<file path="config.mk">
export PLATFORM = sky130hd
export DESIGN_NAME = fct_regbank
export DESIGN_NICKNAME = d
export VERILOG_FILES = /design/src/hw/fct_pkg.sv /design/src/hw/fct_regbank.sv
export VERILOG_INCLUDE_DIRS = /design/src /design/src/hw
export SDC_FILE = /design/constraint.sdc
export NUM_CORES = 1
export LEC_CHECK = 0
export BUFFER_PORTS_ARGS = -buffer_cell sky130_fd_sc_hd__buf_2
export CORE_UTILIZATION = 45
export DETAILED_ROUTE_END_ITERATION = 7
export GPL_TIMING_DRIVEN = 0
export PLACE_DENSITY = 0.64
export SYNTH_ARGS = -nofsm -noshare
export SYNTH_HDL_FRONTEND = slang
export SYNTH_SLANG_ARGS = --single-unit
</file>
<file path="constraint.sdc">
create_clock -name sys_clk -period 8.4 [get_ports sys_clk]
set_clock_uncertainty 0.05 [all_clocks]
set_input_delay 1.68 -clock sys_clk [delete_from_list [all_inputs] [get_ports sys_clk]]
set_output_delay 1.68 -clock sys_clk [all_outputs]
set_load 0.02 [all_outputs]
</file>
<file path="src/hw/fct_regs.svh">
/*
  Command codes, field positions, reset values and limits of the fault
  capture mask and external temperature calibration block.
  Assumes it is included by bare name wherever these values are needed.
*/
`ifndef FCT_REGS_SVH
`define FCT_REGS_SVH

// ==========================================================================
// Command codes
`define FCT_CODE_MASK 8'hD7
`define FCT_CODE_VCFG 8'hD8
`define FCT_CODE_SCALE 8'hD9
`define FCT_CODE_OFFSET 8'hDA

// ==========================================================================
// Reset values
`define FCT_MASK_RST 16'h0000
`define FCT_VCFG_RST 8'h00
`define FCT_SCALE_RST 16'hBA00
`define FCT_OFFSET_RST 16'h0000

// ==========================================================================
// Fields
`define FCT_MASK_LIVE 16'hFFEF
`define FCT_VCFG_N_HI 3
`define FCT_LIN_EXP_HI 15
`define FCT_LIN_EXP_LO 11
`define FCT_LIN_MAN_HI 10

// ==========================================================================
// Limits in signed fixed point with 16 fraction bits
`define FCT_SCALE_MIN 48'h00000000199A
`define FCT_SCALE_MAX 48'h0000000A0000
`define FCT_OFF_MAX 48'h000000640000
`define FCT_OFF_MIN 48'hFFFFFF9C0000
`define FCT_Q16_ONE 48'h000000010000

// ==========================================================================
// Temperature path
`define FCT_TEMP_TO_Q16 12
`define FCT_DIV_LAST 6'h1F

`endif

</file>
<file path="src/hw/fct_pkg.sv">
/*
  Types shared by the fault capture mask and temperature calibration block.
  Assumes the command layer and detectors run on the same clock.
*/
`default_nettype none

package fct_pkg;

  // ========================================================================
  // Carriers
  typedef enum logic [1:0] {fct_idle, fct_div, fct_fin} fct_phase_t;

  typedef struct packed {
    logic wr;
    logic rd;
    logic [7:0] code;
    logic [15:0] wdata;
  } fct_cmd_t;

  typedef struct packed {
    logic ack;
    logic err;
    logic [15:0] rdata;
  } fct_rsp_t;

  typedef struct packed {
    logic valid;
    logic over;
    logic under;
  } fct_vsample_t;

  // ========================================================================
  // Whole state of the block
  typedef struct packed {
    logic [15:0] mask;
    logic [7:0] vcfg;
    logic [15:0] scale;
    logic [15:0] offset;
    logic [4:0] ov_cnt;
    logic [4:0] uv_cnt;
    logic ov_fault;
    logic uv_fault;
    logic cap_evt;
    logic [15:0] cap_cause;
    fct_rsp_t rsp;
    fct_phase_t phase;
    logic [5:0] steps;
    logic neg;
    logic [31:0] quo;
    logic [32:0] rem;
    logic [31:0] den;
    logic [15:0] temp;
    logic temp_vld;
  } fct_state_t;

endpackage : fct_pkg

`default_nettype wire

</file>
<file path="src/hw/fct_regbank.sv">
/*
  Fault capture mask, output voltage fault filter and external temperature
  calibration, reached by command code from the transaction layer.
  Assumes command, detector and temperature inputs share sys_clk.
*/
// Operation
// - A set mask bit stops that fault type from raising the capture event.
// - The capture mask is sixteen bits and resets to zero.
// - Mask bits 15..11: phase, group, processor, under-temp, over-temp faults.
// - Mask bits 10, 9, 8: peak overcurrent, peak undercurrent, enable fault bus.
// - Bits 7, 6, 5: input OV, output OV, output UV; bit 4 unused.
// - Bits 3..0: sync loss, input UV, average overcurrent, average undercurrent.
// - Output OV or UV fault declared after N+1 consecutive violations, N in bits 3:0.
// - Voltage filter byte: bits 7:4 unused, reset value zero.
// - Temperature readback is measured temperature divided by scale, minus offset.
// - A scale write outside 0.1 to 10 is refused and old value kept.
// - The scale is Linear-11 and resets to BA00h, meaning 1.0.
// - The offset is Linear-11 in degrees and resets to zero.
// - An offset write beyond the allowed range is refused and old value kept.
`default_nettype none
`include "fct_regs.svh"

module fct_regbank (
  // Clock and reset
  input wire logic sys_clk,
  input wire logic reset_n,
  // Command port
  input wire fct_pkg::fct_cmd_t cmd,
  output var fct_pkg::fct_rsp_t rsp,
  // Fault capture
  input wire logic [15:0] fault_event,
  output logic cap_event,
  output logic [15:0] cap_cause,
  // Output voltage limit samples
  input wire fct_pkg::fct_vsample_t vsample,
  output logic ov_fault,
  output logic uv_fault,
  // External temperature
  input wire logic ext_temp_valid,
  input wire logic signed [15:0] ext_temp,
  output logic temp_busy,
  output logic temp_valid,
  output logic signed [15:0] temp_readback
);

  // ========================================================================
  // Helpers

  // Exponent plus sixteen wraps to {~e[4], e[3:0]}, so the shift is exact.
  function automatic logic signed [47:0] lin11_q16(input logic [15:0] w);
    logic signed [47:0] y;
    y = 48'($signed(w[`FCT_LIN_MAN_HI:0]));
    return y <<< {~w[`FCT_LIN_EXP_HI], w[`FCT_LIN_EXP_HI-1:`FCT_LIN_EXP_LO]};
  endfunction : lin11_q16

  function automatic logic [5:0] vfilt(input logic valid, input logic viol, input logic [4:0] cnt,
                                       input logic flt, input logic [4:0] lim);
    logic [4:0] inc;
    inc = (cnt == 5'h1F) ? cnt : 5'(cnt + 5'h01);
    if (!valid) begin
      return {cnt, flt};
    end else if (!viol) begin
      return 6'h00;
    end
    return {inc, flt | (cnt == lim)};
  endfunction : vfilt

  function automatic logic signed [15:0] sat16(input logic signed [47:0] v);
    if (v > 48'sh000000007FFF) begin
      return 16'sh7FFF;
    end else if (v < -48'sh000000008000) begin
      return -16'sh8000;
    end
    return 16'(v);
  endfunction : sat16

  localparam fct_pkg::fct_state_t ST_RST = '{
    mask: `FCT_MASK_RST,
    vcfg: `FCT_VCFG_RST,
    scale: `FCT_SCALE_RST,
    offset: `FCT_OFFSET_RST,
    phase: fct_pkg::fct_idle,
    default: '0
  };

  fct_pkg::fct_state_t st;
  fct_pkg::fct_state_t nx;
  logic signed [47:0] scale_q;
  logic signed [47:0] off_q;
  logic signed [47:0] wr_q;
  logic signed [47:0] res;
  logic scale_ok;
  logic off_ok;
  logic [15:0] hits;
  logic [4:0] n_lim;
  logic [32:0] trial;
  logic [15:0] mag;

  // ========================================================================
  // Next state

  always_comb begin
    nx = st;
    nx.rsp.ack = 1'b0;
    nx.rsp.err = 1'b0;
    nx.temp_vld = 1'b0;
    scale_q = lin11_q16(st.scale);
    off_q = lin11_q16(st.offset);
    wr_q = lin11_q16(cmd.wdata);
    scale_ok = (wr_q >= $signed(`FCT_SCALE_MIN)) && (wr_q <= $signed(`FCT_SCALE_MAX));
    off_ok = (wr_q >= $signed(`FCT_OFF_MIN)) && (wr_q <= $signed(`FCT_OFF_MAX));
    n_lim = {1'b0, st.vcfg[`FCT_VCFG_N_HI:0]};
    trial = {st.rem[31:0], st.quo[31]};
    mag = ext_temp[15] ? 16'(-ext_temp) : ext_temp;
    res = '0;

    // Command port: writes store, reads answer one cycle later.
    if (cmd.wr) begin
      nx.rsp.ack = 1'b1;
      case (cmd.code)
        `FCT_CODE_MASK: begin
          nx.mask = cmd.wdata;
        end
        `FCT_CODE_VCFG: begin
          nx.vcfg = {4'h0, cmd.wdata[`FCT_VCFG_N_HI:0]};
        end
        `FCT_CODE_SCALE: begin
          if (scale_ok) begin
            nx.scale = cmd.wdata;
          end else begin
            nx.rsp.err = 1'b1;
          end
        end
        `FCT_CODE_OFFSET: begin
          if (off_ok) begin
            nx.offset = cmd.wdata;
          end else begin
            nx.rsp.err = 1'b1;
          end
        end
        default: begin
          nx.rsp.err = 1'b1;
        end
      endcase
    end else if (cmd.rd) begin
      nx.rsp.ack = 1'b1;
      case (cmd.code)
        `FCT_CODE_MASK: nx.rsp.rdata = st.mask;
        `FCT_CODE_VCFG: nx.rsp.rdata = {8'h00, st.vcfg};
        `FCT_CODE_SCALE: nx.rsp.rdata = st.scale;
        `FCT_CODE_OFFSET: nx.rsp.rdata = st.offset;
        default: begin
          nx.rsp.rdata = 16'h0000;
          nx.rsp.err = 1'b1;
        end
      endcase
    end

    // Capture trigger: bit 4 has no fault behind it, so it never fires.
    hits = fault_event & ~st.mask & `FCT_MASK_LIVE;
    nx.cap_evt = |hits;
    nx.cap_cause = hits;

    // Consecutive violation filters for output over- and undervoltage.
    {nx.ov_cnt, nx.ov_fault} = vfilt(vsample.valid, vsample.over, st.ov_cnt, st.ov_fault, n_lim);
    {nx.uv_cnt, nx.uv_fault} = vfilt(vsample.valid, vsample.under, st.uv_cnt, st.uv_fault, n_lim);

    // Readback is a 32-step restoring divide; one bit per clock keeps the
    // area small at the price of 34 cycles of latency.
    case (st.phase)
      fct_pkg::fct_idle: begin
        if (ext_temp_valid) begin
          nx.phase = fct_pkg::fct_div;
          nx.steps = 6'h00;
          nx.neg = ext_temp[15];
          nx.quo = {mag, 16'h0000};
          nx.rem = '0;
          nx.den = scale_q[31:0];
        end
      end
      fct_pkg::fct_div: begin
        nx.quo = {st.quo[30:0], 1'b0};
        if (trial >= {1'b0, st.den}) begin
          nx.rem = trial - {1'b0, st.den};
          nx.quo[0] = 1'b1;
        end else begin
          nx.rem = trial;
        end
        nx.steps = 6'(st.steps + 6'h01);
        if (st.steps == `FCT_DIV_LAST) begin
          nx.phase = fct_pkg::fct_fin;
        end
      end
      fct_pkg::fct_fin: begin
        res = st.neg ? -48'(st.quo) : 48'(st.quo);
        res = res - (off_q >>> `FCT_TEMP_TO_Q16);
        nx.temp = sat16(res);
        nx.temp_vld = 1'b1;
        nx.phase = fct_pkg::fct_idle;
      end
      default: begin
        nx.phase = fct_pkg::fct_idle;
      end
    endcase
  end

  // ========================================================================
  // State register

  always_ff @(posedge sys_clk) begin
    if (!reset_n) begin
      st <= ST_RST;
    end else begin
      st <= nx;
    end
  end

  assign rsp = st.rsp;
  assign cap_event = st.cap_evt;
  assign cap_cause = st.cap_cause;
  assign ov_fault = st.ov_fault;
  assign uv_fault = st.uv_fault;
  assign temp_busy = (st.phase != fct_pkg::fct_idle);
  assign temp_valid = st.temp_vld;
  assign temp_readback = st.temp;
endmodule : fct_regbank

`default_nettype wire

</file>
After elaboration in Yosys (flattened, before gate mapping)
Index checks and enable logic that the tools add are counted.

word-level totals
  register bits after elaboration = 221
  bits of input ports = 64
  output and inout port bits = 55
  logic and storage cells = 117

operators by class
  add/subtract/negate cells = 7
  order comparisons = 7
  equal/unequal tests = 17
  shift operators = 3
  mux-type cells = 35
  bitwise logic cells = 8
  reduce and logical (&&, ||, !) cells = 18

operator list
  operator                count
  $pmux W65 S2            1
  $mux W106               1
  $sshl A11 B5 Y48        2
  $mux W16                4
  $pmux W16 S4            1
  $ge A48 B14 Y1 const B  1
  $ge A48 B24 Y1 const B  1
  $gt A48 B16 Y1 const B  1
  $le A48 B21 Y1 const B  1
  $le A48 B24 Y1 const B  1
  $lt A48 B16 Y1 const B  1
  $mux W48                1
  $neg A32 Y48            1
  $sub A48 B36 Y48        1
  $mux W6                 6
  $ge A33 B32 Y1          1
  $mux W33                1
  $sub A33 B32 Y33        1
  $eq A8 B8 Y1 const B    4
  $sshl A11 B5 Y32        1
  $mux W18                1
  $and A16 B16 Y16        1
  $neg A16 Y16            1
  $not A16 Y16            1
  25 further kinds        59

Depth between registers and ports, before layout
Gate-level depths: netlist of the first run.

  word-level depth = 8
  gate-level depth with buffers = 25
  mapped depth without buffers = 23

Worst setup path after synthesis of the first run
No wires, ideal clock.

  kind = register to register
  start = reg st[84] (netlist bit)
  end = reg st (netlist bit temp_readback[7])
  library setup time = 0.122 ns
  arrival = 6.214 ns
  data required time = 8.228 ns
  slack = 2.015 ns
  cell stages (with the launch flop) = 25
  path buffers = 2
  clock period less this slack = 6.385 ns
  path through = dfxtp_1 -> or3_4 -> or3b_2 -> or3_1 -> or2_2 -> or3_1 -> nor2_1 -> nand3_1 -> o21ai_0 -> xnor2_1 -> ha_1 -> and2_0 -> clkbuf_1 -> and3_1 -> a221oi_1 -> nor3_1 -> a31oi_1 -> nand2_1 -> xnor2_1 -> nand4_1 -> or4_1 -> or3_1 -> o31ai_4 -> buf_8 -> o22ai_1

on the way
  word-level cells in the longest chain between the ends = 8
  elaborated cells on any way between the ends = 10
  classes of those cells = add/sub: 2; order compare: 2; mux: 6

ends and longest elaborated chain
  what                    RTL line            RTL
  from (decl)             fct_regbank.sv:86   fct_pkg::fct_state_t st;
  from (signal assigned)  fct_regbank.sv:214  st <= nx;
  $neg A32 Y48            fct_regbank.sv:195  res = st.neg ? -48'(st.quo) : 48'(st.quo);
  $mux W48 *              fct_regbank.sv:195
  $sub A48 B36 Y48 *      fct_regbank.sv:196  res = res - (off_q >>> `FCT_TEMP_TO_Q16);
  $lt A48 B16 Y1          fct_regbank.sv:71   end else if (v < -48'sh000000008000) begin
  $mux W1                 fct_regbank.sv:71
  $mux W1                 fct_regbank.sv:69   if (v > 48'sh000000007FFF) begin
  $mux W1                 fct_regbank.sv:170  case (st.phase)
  $mux W16 *              fct_regbank.sv:74   return 16'(v);

Mark *: on every way between the ends. The rest lies on a longest branch, timed or not. The select of a mux whose other input is x is not followed.
A chain may end at the register's enable or synchronous reset.

Worst setup path after layout of the first run
  start = reg st[84] (netlist bit)
  end = reg st (netlist bit temp_readback[9])

Same word-level chain as after synthesis.

==> results of run 1 <==
==> power groups by stage <==
stage	registers, W	logic [W]	clock network (W)
3_3_place_gp	0.00119	0.00269	0
2_1_floorplan	0.00118	0.00209	0
3_5_place_dp	0.00119	0.00272	0
5_1_grt	0.00118	0.00305	0.00112
4_1_cts	0.00117	0.00274	0.00108
6_report	0.00117	0.00277	0.00107
==> flip-flops by register name, summed over array words and instances, names as in the netlist <==
signal and cells:
st 163, uv_fault 1, temp_valid 1, temp_readback 16
cap_cause 15, cap_event 1, ov_fault 1, rsp 18
n_lim 4
==> area by class of cell <==
class | instances | area (um2) | share of cell area
Inverter | 86 | 323 | 0.0168
Sequential cell | 220 | 4400 | 0.230
Tap cell | 511 | 639 | 0.0334
Buffer | 186 | 916 | 0.0478
Clock inverter | 9 | 61.3 | 0.00320
Clock buffer | 37 | 732 | 0.0382
Timing Repair Buffer | 113 | 566 | 0.0295
Multi-Input combinational cell | 1742 | 11500 | 0.601
==> stage by stage <==
step	cell area, um2	worst slack [ns]	hold WS [ns]	instances	total power [W]
global route	19200	0.175	0.434	2904	0.00535
detailed placement	18400	0.659	0.394	2858	0.00392
finish	19200	0.571	0.403	2904	0.00501
global placement	18400	0.705	0.394	2858	0.00388
CTS	19200	0.652	0.402	2904	0.00499
floorplan	17200	2.01	0.382	2234	0.00326
==> logic make-up after synthesis <==
group / Yosys count / synth area share
AOI/OAI and AO/OA: 700 / 0.269
and+or+nand+nor: 723 / 0.203
xor gates and xnor gates: 108 / 0.0555
other: 1 / 0.000218
DFF: 220 / 0.256
buffers and inverters: 272 / 0.0721
muxes: 122 / 0.0787
adders and majority gates: 88 / 0.0650
==> cell usage after synthesis (7+ instances only) <==
master    count  area share
and4_1        7      0.0036
nor4_1       14      0.0051
a21o_1       46       0.020
o31a_1        7      0.0036
or2_2        12      0.0044
o21a_1       28       0.012
ha_1         86       0.063
mux2i_1      99       0.058
nand2b_1     30       0.011
a221oi_1     16      0.0082
a22oi_1      41       0.018
a31oi_1      22      0.0080
or3_1        22      0.0080
o22ai_1      25      0.0091
o21bai_1     15      0.0066
xnor2_1      80       0.041
a21oi_1     180       0.052
a22o_1       23       0.012
a222oi_1     16      0.0093
nand4_1      18      0.0066
nor3_1       44       0.013
buf_1        10      0.0022
o21ai_0     146       0.043
xor2_1       27       0.014
o211ai_1     20      0.0087
and3_1       23      0.0084
nand3_1      62       0.018
nand2_1     245       0.054
nor2b_1      22      0.0080
a211oi_1     28       0.012
nor2_1      166       0.036
mux2_2       14      0.0092
buf_4        51       0.022
dfxtp_1     220        0.26
nor3b_1       7      0.0031
clkbuf_1    117       0.026
a21boi_0      9      0.0039
o31ai_1      22      0.0096
inv_1        82       0.018
mux4_2        9       0.012
and2_1       15      0.0055
==> per-layer routing <==
metal  vias to the layer above  track usage  part of all wire
li1                       8423            -                 -
met1                      8187        0.376              0.46
met2                       535        0.469              0.47
met3                        86       0.0338             0.053
met4                         0       0.0744             0.024
met5                         -            0                 0
==> path summary, 6_finish.rpt <==
kind | to | slack, ns | depth (start not counted)
setup / recovery | temp_readback[9] | 0.57 | 24
hold / removal | st[44] | 0.40 | 2
setup reg to reg | temp_readback[9] | 0.57 | 24
hold reg to reg | st[44] | 0.40 | 2
==> worst min-delay path, cell delays in order (launching register included) <==
cell	delay [ns]
dfxtp_1	0.31
nand2_1	0.05
a21oi_1	0.05
==> impl_metrics.py, run 1 <==
metrics = {
    "outcome": {
        "status": "finished clean",
    },
    "timing": {
        "post-route-period-util": 0.932,
        "fmax_ghz": 0.128,
        "rsz0062_at_grt": "no",
        "drv_slew": 0,
        "fin_crit_ns": 7.83,
        "setup_violations": 0,
        "worstMarginPinSlew_ns": 1.29,
        "fin_setup_tns_ns": 0,
        "finalHoldViolations": 0,
        "max_slew_margin": 0.137,
    },
    "final_layout": {
        "num-nets-final": 2527,
        "antenna_cells": 0,
        "final_common_cell": "nand2_1",
        "nFillCells": 3807,
        "drive_gt1_frac": 0.111,
        "synthToLayoutAreaGrowth_pct": 11.6,
        "layout_common_cells": "nand2_1 (245), dfxtp_1 (220), a21oi_1 (180)",
        "fin_util": 0.510,
    },
    "critical_path": {
        "path_buf_inv": 2,
        "required_ns": 8.77,
        "cpMostUsedCell": "or3_1",
        "path_max_fanout": 10,
        "path_cells": "or3_4 > or3b_2 > or3_1 > or2_2 > or3_1 > nor2_1 > nand3_1 > o21ai_0 > xnor2_1 > ha_1 > and2_0 > clkbuf_1 > and3_1 > a221oi_1 > nor3_1 > a31oi_1 > nand2_1 > xnor2_1 > nand4_1 > or4_1 > or3_1 > o31ai_4 > buf_8 > o22ai_1",
        "crit_path_end_kind": "flip-flop",
        "crit_start": "st[84]",
        "crit_path_top_delay_cell": "a221oi_1",
        "start_kind": "flip-flop",
        "path_class": "reg -> reg",
        "path_delay_family": "simple AND/OR/NAND/NOR gates",
        "arrival_ns": 8.20,
        "reg2reg_from": "st[84]",
        "cpPeakStageDelay_ns": 0.72,
    },
    "synth": {
        "async_flop_share": 0,
        "synthCells": 2234,
        "syn_avg_cell_area_um2": 7.69,
        "synth_cell_types": 89,
        "synth_nets": 2386,
        "synth_area_um2": 17200,
        "ys_seq_elements": 220,
        "synth_edf_count": 0,
        "synth_flop_cell": "dfxtp_1",
        "ys_warn_count": 0,
        "yosysSeqAreaShare": 0.256,
    },
    "clock_network": {
        "htreeDepth": 1,
        "cts_sinks": 220,
        "root_buffer": "clkbuf_16",
        "holdBufCountCts": 0,
        "clk_latency_ns": 0.56,
        "tritoncts": "done",
        "clk_path_buf_depth": 3,
        "cts_resized": 0,
        "clk_pin_slew_ns": 0.06,
        "cts_buffers": 26,
        "post_cts_buffers": 0,
    },
    "power": {
        "p_leak_nw": 7.84,
        "power.internal_w": 0.00284,
        "sw_frac_of_total": 0.433,
        "peakVddDrop_v": 0.000248,
        "power.density_nw_per_um2": 261,
        "netSwitchingPower_w": 0.00217,
        "pwr-share-clk": 0.213,
        "pwr-share-seq": 0.234,
        "combPwrFrac": 0.553,
    },
    "placement": {
        "place_congestion": 0.927,
        "io_buffers": 113,
        "dp_hpwl_um": 43400,
    },
    "global_route": {
        "gr-usage-all-layers": 0.279,
        "antenna_found_initial": 0,
        "grt_pass1_vias": 15979,
        "grt_max_degree": 25,
        "grt_pass1_wl_um": 86900,
        "grt_overflow": 0,
    },
    "drt": {
        "drc": 0,
        "num_vias": 17231,
        "vias_per_cell": 5.93,
        "dr.pass1.iters": 7,
        "dr.first_iter.drc_count": 1421,
        "avgRoutedWirePerCell_um": 19.1,
        "drt_wl_total_um": 55500,
        "ant_nets": 0,
    },
    "floorplan": {
        "die_h_um": 197,
        "fp.coreArea_um2": 37600,
        "io_pins": 119,
        "fp.dieW_um": 197,
        "row_count": 71,
        "die-area_um2": 38900,
        "start_util": 0.457,
    },
    "worst_hold_path": {
        "hold_path_startpoint": "st[44]",
        "hp-class": "reg -> reg",
    },
    "run": {
        "cap_violations": 0,
    },
}
Note: power is estimated with default switching activity, not from simulation.
==> inputs of run 2 (changes only) <==
--- a/config.mk
+++ b/config.mk
@@ -7,10 +7,10 @@
 export NUM_CORES = 1
 export LEC_CHECK = 0
 export BUFFER_PORTS_ARGS = -buffer_cell sky130_fd_sc_hd__buf_2
-export CORE_UTILIZATION = 45
+export CORE_UTILIZATION = 62
 export DETAILED_ROUTE_END_ITERATION = 7
 export GPL_TIMING_DRIVEN = 0
-export PLACE_DENSITY = 0.64
+export PLACE_DENSITY = 0.84
 export SYNTH_ARGS = -nofsm -noshare
 export SYNTH_HDL_FRONTEND = slang
 export SYNTH_SLANG_ARGS = --single-unit
==> run 2 against run 1 <==
  * The run now ends with design-rule violations left
  * Count of clock-buffer cells in the layout shrank 3
  * Cell count down 5.9%
  * Combinational power is essentially flat
  * Sequential power about the same
  * Power grew 3.1%
  * Utilization rose by 20 points
  * Routed wire length is 4.2% lower
  * Die area shrank 27%
  * First-iteration DRC count increased by 56%
  * Clock power increased by 14%
  * Register-to-register slack improved by 0.12 ns
  * Largest cell class unchanged
  * Highest routed layer unchanged
==> impl_metrics.py, run 2 (synthesis gave the netlist of run 1 again) <==
metrics = {
    "outcome": {
        "status": "finished with violations",
        "violations": "design-rule violations",
    },
    "critical_path": {
        "crit_start": "st[84]",
        "cpMostUsedCell": "or3_1",
        "cpPeakStageDelay_ns": 0.65,
        "path_depth": 24,
        "path_max_fanout": 10,
        "path_delay_family": "simple AND/OR/NAND/NOR gates",
        "crit_path_top_delay_cell": "a221oi_1",
        "crit_path_end_kind": "flip-flop",
        "r2r-end": "temp_readback[9]",
        "reg2regPathDepth": 24,
        "path_class": "reg -> reg",
        "crit_end": "temp_readback[9]",
        "arrival_ns": 8.08,
        "path_buf_inv": 2,
        "start_kind": "flip-flop",
        "rrSetupSlack_ns": 0.69,
        "reg2reg_from": "st[84]",
        "path_cells": "or3_4 > or3b_2 > or3_1 > or2_2 > or3_1 > nor2_1 > nand3_1 > o21ai_0 > xnor2_1 > ha_1 > and2_0 > clkbuf_1 > and3_1 > a221oi_1 > nor3_1 > a31oi_1 > nand2_1 > xnor2_1 > nand4_1 > or4_1 > or3_1 > o31ai_4 > buf_8 > o22ai_1",
        "required_ns": 8.77,
    },
    "placement": {
        "dp_hpwl_um": 40700,
        "placedCellCount": 2688,
        "place_congestion": 0.992,
        "io_buffers": 113,
    },
    "clock_network": {
        "cts_resized": 0,
        "post_cts_buffers": 0,
        "holdBufCountCts": 0,
        "htreeDepth": 1,
        "clk_pin_slew_ns": 0.06,
        "root_buffer": "clkbuf_16",
        "clk_path_buf_depth": 3,
        "clk_latency_ns": 0.56,
        "cts_sinks": 220,
        "cts_buffers": 25,
        "tritoncts": "done",
    },
    "floorplan": {
        "die-area_um2": 28400,
        "fp.coreArea_um2": 27000,
        "io_pins": 119,
        "row_count": 60,
        "die_h_um": 168,
        "fp.dieW_um": 168,
        "start_util": 0.635,
    },
    "run": {
        "cap_violations": 0,
    },
    "global_route": {
        "grt_max_degree": 25,
        "grt_pass1_vias": 16483,
        "gr-usage-all-layers": 0.369,
        "grt_pass1_wl_um": 84800,
        "antenna_found_initial": 0,
        "grt_overflow": 0,
    },
    "final_layout": {
        "largest_reg_flops": 163,
        "antenna_cells": 0,
        "final_common_cell": "nand2_1",
        "regArea_um2": 4400,
        "drive_gt1_frac": 0.112,
        "layout_common_cells": "nand2_1 (245), dfxtp_1 (220), a21oi_1 (180)",
        "synthToLayoutAreaGrowth_pct": 11.1,
        "nFillCells": 2221,
        "largest_register": "st",
        "multi_input_area_um2": 11500,
        "num-nets-final": 2526,
        "stdcell_count": 2732,
    },
    "timing": {
        "fin_crit_ns": 7.71,
        "rsz0062_at_grt": "no",
        "worstMarginPinSlew_ns": 1.23,
        "post-route-period-util": 0.918,
        "fin_setup_tns_ns": 0,
        "max_slew_margin": 0.181,
        "setup_violations": 0,
        "drv_slew": 0,
        "finalHoldViolations": 0,
        "fmax_ghz": 0.130,
    },
    "worst_hold_path": {
        "hp-class": "reg -> reg",
    },
    "power": {
        "peakVddDrop_v": 0.000377,
        "p_leak_nw": 7.90,
        "power.density_nw_per_um2": 271,
    },
    "drt": {
        "drc": 1,
        "avgRoutedWirePerCell_um": 19.5,
        "drt_wl_total_um": 53200,
        "dr.pass1.iters": 8,
        "ant_nets": 0,
        "vias_per_cell": 6.54,
        "num_vias": 17874,
        "dr.first_iter.drc_count": 2210,
    },
}
-- run 2: changes by cell type in the layout (fill, tap and decap cells not counted), sizes merged --
cell	previous run	this run
inv	83	85
clkinvlp	2	1
bufinv	0	5
clkinv	10	5
clkbuf	154	151
-- run 2: where the power goes --
part,switching [W],internal [W]
logic,0.00165,0.00112
registers,0.0000606,0.00111
clock network,0.000468,0.000755
total,0.00218,0.00299
-- run 2: tightest hold or removal path: cells and delay by family, from the launching register on --
kind | cells | cell delay (ns)
compound gates | 1 | 0.05
simple gates | 1 | 0.05
flops | 1 | 0.31
-- run 2: final cells by class --
type	instances	share of cell area
multi-input cells	1742	0.604
flip-flops and latches	220	0.231
plain buffers	186	0.0480
clock buffers	34	0.0377
repair buffers	113	0.0296
well taps	341	0.0224
inverters	86	0.0169
clock inverters	10	0.0103
-- run 2: stage by stage --
stage               hold WS (ns)  utilization  cell area (um2)  power [W]  setup slack [ns]
finish                     0.413        0.706            19100    0.00516             0.688
global route               0.432        0.706            19100    0.00546             0.293
CTS                        0.405        0.706            19100    0.00511             0.806
detailed placement         0.399        0.672            18200    0.00388             0.871
global placement           0.395        0.672            18200    0.00381             0.905
floorplan                  0.382            -            17200    0.00326              2.01
-- run 2: worst min-delay path by stage --
stage	end	slack [ns]	start	cells past startpoint
2_1_floorplan	st[31]	0.38	st[31]	2
3_3_place_gp	st[45]	0.39	st[45]	2
3_5_place_dp	st[43]	0.40	st[43]	2
4_1_cts	st[43]	0.40	st[43]	2
5_1_grt	st[31]	0.43	st[31]	2
6_report	st[80]	0.41	st[80]	2
-- run 2: routing by layer --
layer,share of wire,vias up,GRT usage
li1,-,8396,-
met4,0.045,0,0.167
met3,0.080,192,0.0515
met1,0.41,8408,0.470
met5,0,-,0
met2,0.46,878,0.618
==> inputs of run 3 (changes only) <==
--- a/config.mk
+++ b/config.mk
@@ -7,7 +7,9 @@
 export NUM_CORES = 1
 export LEC_CHECK = 0
 export BUFFER_PORTS_ARGS = -buffer_cell sky130_fd_sc_hd__buf_2
+export CORE_MARGIN = 2
 export CORE_UTILIZATION = 62
+export CTS_BUF_LIST = sky130_fd_sc_hd__clkbuf_4 sky130_fd_sc_hd__clkbuf_8 sky130_fd_sc_hd__clkbuf_16
 export DETAILED_ROUTE_END_ITERATION = 7
 export GPL_TIMING_DRIVEN = 0
 export PLACE_DENSITY = 0.84
==> run 3 against run 2 <==
  * The flow still finishes with violations (design-rule violations)
  * Sequential share of layout area about the same
  * Non-clock buffer count unchanged
  * Critical path depth is the same
  * Critical path type unchanged
  * Combinational power hardly changed
  * Via count fell by 0.84%
  * Highest routed layer is now met5
  * Count of clock-buffer cells in the layout is 1 lower
  * Utilization fell by 0.20 points
  * Flip-flop and latch count did not move
  * Final area barely moved
  * Critical endpoint is now temp_readback[7]
==> impl_metrics.py, run 3 (synthesis gave the netlist of run 1 again) <==
metrics = {
    "global_route": {
        "antenna_found_initial": 1,
        "grt_max_degree": 25,
        "gr-usage-all-layers": 0.366,
        "grt_overflow": 0,
        "grt_pass1_vias": 16580,
        "grt_pass1_wl_um": 85800,
    },
    "placement": {
        "dp_hpwl_um": 41400,
        "io_buffers": 113,
        "place_congestion": 0.976,
    },
    "drt": {
        "avgRoutedWirePerCell_um": 19.6,
        "drt_wl_total_um": 54000,
        "dr.first_iter.drc_count": 2075,
        "wl_met3_um": 4190,
        "top_layer": "met5",
        "dr.pass1.iters": 8,
        "vias_per_cell": 6.42,
        "num_vias": 17723,
        "wl_met1_um": 22200,
        "drc": 4,
        "ant_nets": 0,
        "route.met2.wl_um": 25300,
    },
    "final_layout": {
        "drive_gt1_frac": 0.113,
        "synthToLayoutAreaGrowth_pct": 11.1,
        "final_common_cell": "nand2_1",
        "num-nets-final": 2526,
        "layout_common_cells": "nand2_1 (245), dfxtp_1 (220), a21oi_1 (180)",
        "largest_reg_flops": 163,
        "largest_register": "st",
    },
    "power": {
        "peakVddDrop_v": 0.000316,
        "power.density_nw_per_um2": 268,
        "finalPower_w": 0.00512,
        "p_leak_nw": 7.89,
    },
    "outcome": {
        "violations": "design-rule violations",
        "status": "finished with violations",
    },
    "critical_path": {
        "path_cells": "or3_4 > or3b_2 > or3_1 > or2_2 > or3_1 > nor2_1 > nand3_1 > o21ai_0 > xnor2_1 > ha_1 > and2_0 > clkbuf_1 > and3_1 > a221oi_1 > nor3_1 > a31oi_1 > nand2_1 > xnor2_1 > nand4_1 > or4_1 > or3_1 > o31ai_4 > buf_8 > o22ai_1",
        "cpMostUsedCell": "or3_1",
        "crit_path_top_delay_cell": "a221oi_1",
        "crit_path_end_kind": "flip-flop",
        "cpPeakStageDelay_ns": 0.68,
        "required_ns": 8.76,
        "start_kind": "flip-flop",
        "path_max_fanout": 10,
        "path_class": "reg -> reg",
        "arrival_ns": 8.13,
    },
    "timing": {
        "fin_setup_tns_ns": 0,
        "drv_slew": 0,
        "post-route-period-util": 0.925,
        "fmax_ghz": 0.129,
        "setup_violations": 0,
        "worstMarginPinSlew_ns": 1.25,
        "fin_crit_ns": 7.77,
        "finalHoldViolations": 0,
        "rsz0062_at_grt": "no",
        "max_slew_margin": 0.166,
    },
    "clock_network": {
        "root_buffer": "clkbuf_16",
        "cts_sinks": 220,
        "clk_latency_ns": 0.53,
        "cts_buffers": 25,
        "htreeDepth": 1,
        "post_cts_buffers": 0,
        "clk_path_buf_depth": 3,
        "tritoncts": "done",
        "holdBufCountCts": 0,
        "clk_pin_slew_ns": 0.06,
        "cts_resized": 0,
    },
    "floorplan": {
        "die-area_um2": 29000,
        "io_pins": 119,
        "die_h_um": 170,
        "row_count": 60,
        "fp.dieW_um": 170,
        "start_util": 0.634,
        "fp.coreArea_um2": 27100,
    },
    "run": {
        "cap_violations": 0,
    },
    "worst_hold_path": {
        "hp-class": "reg -> reg",
    },
}
run 3: final timing paths:
check                           startpoint          endpoint  slack, ns  depth (start not counted)
worst max-delay path                st[84]  temp_readback[7]       0.63                         24
worst min register to register      st[42]            st[42]       0.42                          2
worst min-delay path                st[42]            st[42]       0.42                          2
worst max register to register      st[84]  temp_readback[7]       0.63                         24
run 3: layout make-up:
class	instances	area, um2
Buffer	186	916
Timing Repair Buffer	113	566
Inverter	86	323
Antenna cell	1	2.50
Fill cell	2319	8020
Clock inverter	9	156
Clock buffer	33	717
Sequential cell	220	4400
Multi-Input combinational cell	1742	11500
Tap cell	372	465
run 3: through the flow:
stage / setup slack, ns / util / instance area (um2) / std cells / hold slack (ns)
global placement: 0.951 / 0.672 / 18200 / 2719 / 0.395
CTS: 0.807 / 0.704 / 19100 / 2761 / 0.412
global route: 0.193 / 0.704 / 19100 / 2761 / 0.433
detailed placement: 0.856 / 0.672 / 18200 / 2719 / 0.402
finish: 0.631 / 0.704 / 19100 / 2762 / 0.416
floorplan: 2.01 / - / 17200 / 2234 / 0.382
run 3: metal layers:
layer,vias up,global-route usage
met2,812,0.612
met4,2,0.164
li1,8393,-
met3,164,0.0509
met5,-,0
met1,8352,0.468
run 3: worst max-delay path, delay by kind of cell, from the launching register on:
kind	cells	cell delay [ns]
adders and majority gates	1	0.42
and+or+nand+nor	14	4.09
AOI/OAI and AO/OA	5	1.96
DFF	1	0.37
buffers and inverters	2	0.38
xor gates and xnor gates	2	0.36
run 3: where the power goes:
group          switching, W  internal, W
clock              0.000448     0.000720
combinational       0.00166      0.00112
sequential        0.0000605      0.00111
